[config.mk]
export PLATFORM = sky130hd
export DESIGN_NAME = dst_timer
export DESIGN_NICKNAME = d
export VERILOG_FILES = /design/src/pkg/dst_pkg.sv /design/src/design/dst_timer.sv
export VERILOG_INCLUDE_DIRS = /design/src /design/src/pkg
export SDC_FILE = /design/constraint.sdc
export NUM_CORES = 1
export LEC_CHECK = 0
export BUFFER_PORTS_ARGS = -buffer_cell sky130_fd_sc_hd__buf_2
export CELL_PAD_IN_SITES_DETAIL_PLACEMENT = 2
export CELL_PAD_IN_SITES_GLOBAL_PLACEMENT = 2
export CORE_MARGIN = 1.5
export CORE_UTILIZATION = 34
export DETAILED_ROUTE_END_ITERATION = 8
export PLACE_DENSITY_LB_ADDON = 0.1
export SLEW_MARGIN = 20
export SYNTH_ARGS = -nofsm -noshare
export SYNTH_HDL_FRONTEND = slang
export SYNTH_SLANG_ARGS = --single-unit
[constraint.sdc]
create_clock -name i_clock -period 2.1 [get_ports i_clock]
set_clock_uncertainty 0.1 [all_clocks]
set_input_delay 0.105 -clock i_clock [delete_from_list [all_inputs] [get_ports i_clock]]
set_output_delay 0.105 -clock i_clock [all_outputs]
set_load 0.05 [all_outputs]
[src/pkg/dst_params.svh]
// Purpose: offsets, field positions, masks and reset values of the
//          dual 8-bit split timer register map.
// Assumes: register index times four is the Avalon byte address.
// Notes:   indices keep the printed offsets; data sits in lane 0.
`ifndef DST_PARAMS_SVH
`define DST_PARAMS_SVH

// register indices (byte address = 4 * index)
`define DST_IDX_TIMER_CONTROL 6'h00
`define DST_IDX_CHANNEL_ENABLE 6'h01
`define DST_IDX_OUTPUT_VALUE 6'h02
`define DST_IDX_SPLIT_SELECT 6'h03
`define DST_IDX_COMMAND_CLEAR 6'h04
`define DST_IDX_COMMAND_SET 6'h05
`define DST_IDX_INT_ENABLE 6'h0A
`define DST_IDX_INT_FLAGS 6'h0B
`define DST_IDX_DEBUG_CONTROL 6'h0E
`define DST_IDX_LOW_COUNTER 6'h20
`define DST_IDX_HIGH_COUNTER 6'h21
`define DST_IDX_LOW_PERIOD 6'h26
`define DST_IDX_HIGH_PERIOD 6'h27
`define DST_IDX_COMPARE_BASE 6'h28
`define DST_IDX_COMPARE_LAST 6'h2D

// field positions
`define DST_BIT_ENABLE 0
`define DST_BIT_PRESCALE_LSB 1
`define DST_BIT_SPLIT 0
`define DST_BIT_RUN_HALTED 0
`define DST_BIT_CMD_LSB 2
`define DST_BIT_LOWER_UNF 0
`define DST_BIT_UPPER_UNF 1
`define DST_BIT_LOW_MATCH0 4
`define DST_HIGH_CHAN_LSB 4

// writable-bit masks
`define DST_CHAN_MASK 8'h77
`define DST_INT_MASK 8'h73
`define DST_ESTAT_MASK 8'h03

// reset values
`define DST_RESET_BYTE 8'h00
`define DST_RESET_PERIOD 8'h00
`define DST_RESET_COMPARE 8'h00

`endif

[src/pkg/dst_pkg.sv]
// Purpose: types shared by the dual 8-bit split timer.
// Assumes: constants live in dst_params.svh.
// Notes:   the whole timer state is one packed struct.
package dst_pkg;

  // command field codes, in field order
  typedef enum logic [1:0] {
    CMD_NONE, CMD_UPDATE, CMD_RESTART, CMD_HARD_RESET
  } dst_cmd_t;

  // bus slave phase
  typedef enum logic {BUS_IDLE, BUS_ACK} dst_bus_state_t;

  // one Avalon request as seen by the slave
  typedef struct packed {
    logic read;
    logic write;
    logic [5:0] index;
    logic [7:0] wdata;
    logic lane0;
  } dst_avs_req_t;

  // complete register and timer state
  typedef struct packed {
    dst_bus_state_t bus;
    logic waitreq;
    logic [31:0] rdata;
    logic [2:0] prescale_select;
    logic enable;
    logic [7:0] channel_enable;
    logic [7:0] output_value_control;
    logic split_mode_select;
    logic [7:0] e_status;
    logic [7:0] interrupt_enable;
    logic [7:0] interrupt_flags;
    logic run_while_halted;
    logic [9:0] prescale_count;
    logic [7:0] low_counter;
    logic [7:0] high_counter;
    logic [7:0] low_period;
    logic [7:0] high_period;
    logic [2:0][7:0] low_compare;
    logic [2:0][7:0] high_compare;
    logic [5:0] waveform;
    logic [5:0] override;
    logic [7:0] irq;
  } dst_state_t;

endpackage : dst_pkg

[src/design/dst_timer.sv]
// Purpose: dual 8-bit down-counting split timer with Avalon-MM slave.
// Assumes: one 10 MHz clock; pins and debug halt synchronous to it.
// Notes:   waveform bits [2:0] low channels, [5:3] high channels.
//
// Implementation choice: the Avalon-MM interface to the registers.
`timescale 1ns/100ps
`include "dst_params.svh"

module dst_timer (
  // clock and reset
  input wire logic i_clock,
  input wire logic i_reset_n,
  // Avalon-MM slave, byte address
  input wire logic [7:0] i_avs_address,
  input wire logic i_avs_read,
  input wire logic i_avs_write,
  input wire logic [31:0] i_avs_writedata,
  input wire logic [3:0] i_avs_byteenable,
  output logic [31:0] o_avs_readdata,
  output logic o_avs_waitrequest,
  // processor halted in break debug
  input wire logic i_debug_halt,
  // waveform pins and port override
  output logic [5:0] o_waveform_pin,
  output logic [5:0] o_waveform_override,
  // gated interrupt requests, flag layout
  output logic [7:0] o_irq_request
);

  dst_pkg::dst_state_t s; // registered state
  dst_pkg::dst_state_t next_s; // next state
  dst_pkg::dst_avs_req_t req; // packed bus request
  logic wr_now; // write takes effect this edge
  logic running; // timer advances this cycle
  logic tick; // prescaled count enable
  logic [9:0] pmask; // prescaler mask

  // divide mask for each prescale code
  function automatic logic [9:0] prescale_mask(input logic [2:0] sel);
    case (sel)
      3'h0: prescale_mask = 10'h000;
      3'h1: prescale_mask = 10'h001;
      3'h2: prescale_mask = 10'h003;
      3'h3: prescale_mask = 10'h007;
      3'h4: prescale_mask = 10'h00F;
      3'h5: prescale_mask = 10'h03F;
      3'h6: prescale_mask = 10'h0FF;
      default: prescale_mask = 10'h3FF;
    endcase
  endfunction : prescale_mask

  // register read mux; split layout only visible in split mode
  function automatic logic [7:0] reg_read(
    input dst_pkg::dst_state_t st,
    input logic [5:0] idx
  );
    logic split_only;
    split_only = (idx >= `DST_IDX_INT_ENABLE) &&
                 (idx != `DST_IDX_DEBUG_CONTROL);
    reg_read = 8'h00;
    if (!split_only || st.split_mode_select) begin
      case (idx)
        `DST_IDX_TIMER_CONTROL:
          reg_read = {4'h0, st.prescale_select, st.enable};
        `DST_IDX_CHANNEL_ENABLE: reg_read = st.channel_enable;
        `DST_IDX_OUTPUT_VALUE: reg_read = st.output_value_control;
        `DST_IDX_SPLIT_SELECT: reg_read = {7'h00, st.split_mode_select};
        // both views show one status; command bits stay zero
        `DST_IDX_COMMAND_CLEAR,
        `DST_IDX_COMMAND_SET: reg_read = st.e_status;
        `DST_IDX_INT_ENABLE: reg_read = st.interrupt_enable;
        `DST_IDX_INT_FLAGS: reg_read = st.interrupt_flags;
        `DST_IDX_DEBUG_CONTROL: reg_read = {7'h00, st.run_while_halted};
        `DST_IDX_LOW_COUNTER: reg_read = st.low_counter;
        `DST_IDX_HIGH_COUNTER: reg_read = st.high_counter;
        `DST_IDX_LOW_PERIOD: reg_read = st.low_period;
        `DST_IDX_HIGH_PERIOD: reg_read = st.high_period;
        default: begin
          // compare block: even index low, odd index high
          if (idx >= `DST_IDX_COMPARE_BASE &&
              idx <= `DST_IDX_COMPARE_LAST) begin
            if (idx[0])
              reg_read = st.high_compare[2'((idx - 6'h28) >> 1)];
            else
              reg_read = st.low_compare[2'((idx - 6'h28) >> 1)];
          end
        end
      endcase
    end
  endfunction : reg_read

  // pack the Avalon request, word index from byte address
  assign req.read = i_avs_read;
  assign req.write = i_avs_write;
  assign req.index = i_avs_address[7:2];
  assign req.wdata = i_avs_writedata[7:0];
  assign req.lane0 = i_avs_byteenable[0];

  // outputs straight from state flops
  assign o_avs_readdata = s.rdata;
  assign o_avs_waitrequest = s.waitreq;
  assign o_waveform_pin = s.waveform;
  assign o_waveform_override = s.override;
  assign o_irq_request = s.irq;

  // write lands on the edge where waitrequest is seen low
  assign wr_now = (s.bus == dst_pkg::BUS_ACK) && req.write && req.lane0;
  // runs only enabled, split, and not frozen by debug halt
  assign running = s.enable && s.split_mode_select &&
                   (!i_debug_halt || s.run_while_halted);
  assign pmask = prescale_mask(s.prescale_select);
  assign tick = running &&
                ((s.prescale_count & pmask) == pmask);

  // next-state logic: bus, counting, compares, writes, commands
  always_comb begin
    logic [7:0] set_f;
    logic [7:0] clr_f;
    logic [1:0] cmd;
    logic [2:0] cidx;
    set_f = 8'h00;
    clr_f = 8'h00;
    cmd = 2'h0;
    cidx = 3'h0;
    next_s = s;

    // bus handshake: one wait cycle, then one ready cycle
    case (s.bus)
      dst_pkg::BUS_IDLE: begin
        if (req.read || req.write) begin
          next_s.bus = dst_pkg::BUS_ACK;
          next_s.waitreq = 1'b0;
          next_s.rdata = {24'h000000, reg_read(s, req.index)};
        end
      end
      dst_pkg::BUS_ACK: begin
        next_s.bus = dst_pkg::BUS_IDLE;
        next_s.waitreq = 1'b1;
        next_s.rdata = 32'h00000000;
      end
      default: begin
        next_s.bus = dst_pkg::BUS_IDLE;
        next_s.waitreq = 1'b1;
      end
    endcase

    // prescaler: cleared while disabled, held while halted
    if (!s.enable)
      next_s.prescale_count = 10'h000;
    else if (running)
      next_s.prescale_count = s.prescale_count + 10'h001;

    // down count, reload from period at zero
    if (tick) begin
      if (s.low_counter == 8'h00) begin
        next_s.low_counter = s.low_period;
        set_f[`DST_BIT_LOWER_UNF] = 1'b1;
      end else begin
        next_s.low_counter = s.low_counter - 8'h01;
      end
      if (s.high_counter == 8'h00) begin
        next_s.high_counter = s.high_period;
        set_f[`DST_BIT_UPPER_UNF] = 1'b1;
      end else begin
        next_s.high_counter = s.high_counter - 8'h01;
      end
    end

    // continuous compare; low matches raise flags
    for (int n = 0; n < 3; n++) begin
      if (s.split_mode_select &&
          s.low_counter == s.low_compare[n])
        set_f[`DST_BIT_LOW_MATCH0 + n] = 1'b1;
    end

    // register writes; counter writes override counting
    if (wr_now) begin
      case (req.index)
        `DST_IDX_TIMER_CONTROL: begin
          next_s.enable = req.wdata[`DST_BIT_ENABLE];
          next_s.prescale_select = req.wdata[3:1];
        end
        `DST_IDX_CHANNEL_ENABLE:
          next_s.channel_enable = req.wdata & `DST_CHAN_MASK;
        `DST_IDX_OUTPUT_VALUE:
          next_s.output_value_control = req.wdata & `DST_CHAN_MASK;
        `DST_IDX_SPLIT_SELECT:
          next_s.split_mode_select = req.wdata[`DST_BIT_SPLIT];
        `DST_IDX_COMMAND_CLEAR: begin
          next_s.e_status = s.e_status &
                            ~(req.wdata & `DST_ESTAT_MASK);
          cmd = req.wdata[3:2];
        end
        `DST_IDX_COMMAND_SET: begin
          next_s.e_status = s.e_status |
                            (req.wdata & `DST_ESTAT_MASK);
          cmd = req.wdata[3:2];
        end
        `DST_IDX_DEBUG_CONTROL:
          next_s.run_while_halted = req.wdata[`DST_BIT_RUN_HALTED];
        default: begin
          // split-layout registers only exist in split mode
          if (s.split_mode_select) begin
            if (req.index == `DST_IDX_INT_ENABLE)
              next_s.interrupt_enable = req.wdata & `DST_INT_MASK;
            else if (req.index == `DST_IDX_INT_FLAGS)
              clr_f = req.wdata & `DST_INT_MASK;
            else if (req.index == `DST_IDX_LOW_COUNTER)
              next_s.low_counter = req.wdata;
            else if (req.index == `DST_IDX_HIGH_COUNTER)
              next_s.high_counter = req.wdata;
            else if (req.index == `DST_IDX_LOW_PERIOD)
              next_s.low_period = req.wdata;
            else if (req.index == `DST_IDX_HIGH_PERIOD)
              next_s.high_period = req.wdata;
            else if (req.index >= `DST_IDX_COMPARE_BASE &&
                     req.index <= `DST_IDX_COMPARE_LAST) begin
              cidx = 3'((req.index - 6'h28) >> 1);
              if (req.index[0])
                next_s.high_compare[cidx[1:0]] = req.wdata;
              else
                next_s.low_compare[cidx[1:0]] = req.wdata;
            end
          end
        end
      endcase
    end

    // command decode; the field itself is never stored
    case (cmd)
      2'h0: ; // no command
      2'h1: ; // update: split layout has no buffered values
      2'h2: begin
        // restart: prescaler and both counters from top
        next_s.prescale_count = 10'h000;
        next_s.low_counter = s.low_period;
        next_s.high_counter = s.high_period;
      end
      2'h3: begin
        if (!s.enable) begin
          // hard reset of timer contents
          next_s.prescale_count = 10'h000;
          next_s.low_counter = `DST_RESET_BYTE;
          next_s.high_counter = `DST_RESET_BYTE;
          next_s.low_period = `DST_RESET_PERIOD;
          next_s.high_period = `DST_RESET_PERIOD;
          next_s.low_compare = {3{`DST_RESET_COMPARE}};
          next_s.high_compare = {3{`DST_RESET_COMPARE}};
          next_s.e_status = `DST_RESET_BYTE;
          clr_f = 8'hFF;
        end
      end
      default: ;
    endcase

    // set beats clear when both land together
    next_s.interrupt_flags = ((s.interrupt_flags & ~clr_f) | set_f) &
                             `DST_INT_MASK;

    // enables gate flags onto requests
    next_s.irq = next_s.interrupt_flags &
                 next_s.interrupt_enable;

    // waveform: single-slope compare while enabled
    for (int n = 0; n < 3; n++) begin
      if (!s.enable) begin
        next_s.waveform[n] = s.output_value_control[n];
        next_s.waveform[n + 3] =
          s.output_value_control[`DST_HIGH_CHAN_LSB + n];
      end else begin
        next_s.waveform[n] = s.low_counter < s.low_compare[n];
        next_s.waveform[n + 3] = s.high_counter < s.high_compare[n];
      end
      // split layout is always a pwm mode, so enable takes the pin
      next_s.override[n] = s.split_mode_select &&
                           s.channel_enable[n];
      next_s.override[n + 3] = s.split_mode_select &&
        s.channel_enable[`DST_HIGH_CHAN_LSB + n];
    end
  end

  // state register
  always_ff @(posedge i_clock or negedge i_reset_n) begin
    if (!i_reset_n) begin
      s <= '0;
      s.bus <= dst_pkg::BUS_IDLE;
      s.waitreq <= 1'b1;
      s.low_period <= `DST_RESET_PERIOD;
      s.high_period <= `DST_RESET_PERIOD;
    end else begin
      s <= next_s;
    end
  end

  // helper: no command is being written this cycle
  function automatic logic cmd_idle();
    cmd_idle = !(wr_now && (req.index == `DST_IDX_COMMAND_SET ||
                            req.index == `DST_IDX_COMMAND_CLEAR));
  endfunction : cmd_idle
endmodule : dst_timer

==> impl_metrics.toml <==
[status]
status = "finished, final reports clean"

[floorplan]
io_pins = 102
dieWidth_um = 167.1
rows = 59
core_um2 = 26280
die_h_um = 167.1
dieArea_um2 = 27920
initial_core_util_pct = 34.84

[worst_setup_path]
endpoint = "o_avs_readdata[6]"
crit_start = "s[189]"
critPathArrivalTime_ns = 2.32
end_kind = "flop"
worstSetupStartpointType = "flop"
reg2reg_to = "o_avs_readdata[6]"
r2r_slack_ns = 0.04
reg2reg_from = "s[189]"
worstSetupPathType = "reg -> reg"
ff2ff_path_depth = 7
worstPathRequired_ns = 2.36
critical_path.max_fanout = 5

[detailed_routing]
postRouteAntennaNets = 0
routed_via_density = 5.531
route.detailed.wl_per_inst_um = 24.54
num_vias = 8098
drt_first_pass_iters = 7
first_iter_violations = 564
post-route-drc-count = 0
drt_wl_total_mm = 35.93

[placed_design]
dp_cells = 1424
port_buffers = 45
place_ws_ns = -0.4727
dp_hpwl_mm = 26.24
place_area_um2 = 10420
gp_congestion = 0.8936

[layout]
insertedDiodeCount = 0
drive_gt1_share_pct = 24.89
utilization_pct = 42.48
layout.cells.non_filler = 1464
post-route-cell-area_um2 = 11160
fill_cells = 2904
final_nets = 1215
syn_to_final_growth_pct = 21.92

[sta]
tns_ns = 0
rsz0062_at_grt = "false"
period_minus_slack_ns = 2.060
finalSetupViolCount = 0
finalHoldViolCount = 0
period_share_pct = 98.09
maxSlewViolCount = 0
relSlewSlack_pct = 59.60
setup_slack_ns = 0.04017
worst_slew_pin_slew_ns = 0.5996
fmax_ghz = 0.4855

[cts]
clk_path_buf_depth = 2
clk_latency_ns = 0.44
clk_pin_slew_ns = 0.08
cts_max_level = 4
tritoncts = "yes"
numCtsBuffers = 17
root_buffer = "clkbuf_16"
clock-sinks = 147

[synthesis]
ys_warn_count = 0
yosys.area.top_type = "dfrtp_1"
synth_edf_count = 0
synth-main-ff-cell = "dfrtp_1"
seq_area_frac_synth_pct = 40.19
ys_seq_elements = 147
synthTopCellsByArea = "dfrtp_1 (40%), mux2i_1 (7.2%), ha_1 (6.8%)"
synth-async-reset-ratio_pct = 100.0
syn-cell-area_um2 = 9156
synthCells = 990
synthDistinctLibCells = 71
avgSynthCellArea_um2 = 9.249
yosysTopAreaCellShare_pct = 39.90

[power]
powerDensity_nw_per_um2 = 627.7
vdd_drop_max_mv = 0.4476
power_leakage_nw = 5.004

[worst_hold_path]
hp-class = "in -> async"

[global_route]
grt_first_pass_wirelength_mm = 54.68
grt_util_all_layers_pct = 26.40
first_global_vias = 8678
grt_overflow = 0
antenna_found_initial = 0
grt_max_degree = 54

[flow_run]
maxCapViolations = 0
layout by cell type (no fill, tap or decap), types with 27 or more instances in the layout:
cell type / n
dfrtp_1: 141
conb_1: 27
nand2_1: 105
nor2_1: 93
buf_2: 44
a21oi_1: 57
inv_1: 58
o21ai_0: 49
buf_4: 122
mux2i_1: 66
ha_1: 49
flip-flops by register name (all words and copies together) (netlist names):
name	count
o_avs_readdata	8
o_avs_waitrequest	1
o_irq_request	5
o_waveform_override	6
o_waveform_pin	6
s	121
worst min path at each step:
stage | start | to | cells past startpoint
finish | i_reset_n | s[97] | 2
global route | i_avs_writedata[7] | s[43] | 3
CTS | i_avs_writedata[7] | s[43] | 3
detailed placement | i_reset_n | o_irq_request[4] | 1
global placement | i_reset_n | o_irq_request[6] | 1
floorplan | i_reset_n | o_avs_readdata[0] | 0
final cells by class:
cell class	count	area [um2]	area share, %
Multi-Input combinational cell	708	4845	43.40
Clock inverter	11	102.6	0.9191
Timing Repair Buffer	183	1429	12.80
Clock buffer	21	460.4	4.125
Sequential cell	147	3686	33.02
Inverter	59	221.5	1.984
Tap cell	335	419.2	3.755
power by group:
part | internal, mW | switching (mW) | total, mW
clock network | 1.70 | 1.35 | 3.06
registers | 2.90 | 0.0724 | 2.97
logic | 0.315 | 0.667 | 0.983
total | 4.91 | 2.09 | 7.01
cells by family (layout without fill, tap and decap cells):
group,Yosys count,count (layout),synth area share (%)
AOI/OAI and AO/OA,226,226,16.47
xor gates and xnor gates,7,7,0.6696
adders and majority gates,50,50,6.832
buffers and inverters,161,274,9.128
DFF,147,147,40.19
muxes,91,91,10.62
other,1,27,0.04096
and+or+nand+nor,307,307,16.06
metrics by stage:
| stage | hold slack [ns] | power, mW |
|---|---|---|
| global route | 0.03202 | 7.258 |
| detailed placement | -0.06902 | 3.973 |
| finish | 0.02717 | 7.007 |
| floorplan | -0.2906 | 3.586 |
| global placement | -0.06848 | 3.953 |
| CTS | 0.01083 | 7.046 |
timing repair:
item	in CTS	in global routing
pin swaps	2	3
hold buffers	3	0
setup buffers	2	3
endpoints found under the hold margin	148	0
endpoints found under the setup margin	15	33
resized for setup	8	21
cells in the mapped netlist (8+ instances only):
cell type,number
nand2b_1,10
nor2_1,94
a221o_1,11
a21oi_1,58
a211oi_1,12
inv_1,58
a31oi_1,9
nand3_1,17
mux2_2,19
mux2i_1,66
and2_1,12
a22oi_1,17
nand2_1,106
clkbuf_1,32
buf_4,55
nor3_1,8
o21ai_0,50
buf_2,13
ha_1,50
o221ai_1,14
dfrtp_1,146
critical path, cell delays in order, from the launching register on:
cell,delay [ns]
dfrtp_1,0.38
buf_4,0.15
nor2_1,0.24
o21ai_0,0.22
or2_2,0.42
buf_4,0.16
a21oi_1,0.18
a221o_1,0.14
layer usage:
| metal | GRT usage [%] | up-vias | part of all wire, % |
|---|---|---|---|
| met5 | 0 | - | 0 |
| met3 | 3.025 | 43 | 3.3 |
| li1 | - | 3684 | - |
| met2 | 44.95 | 187 | 49 |
| met1 | 35.16 | 4184 | 45 |
| met4 | 8.142 | 0 | 2.4 |
No activity file was read; power rests on OpenSTA's default activity.
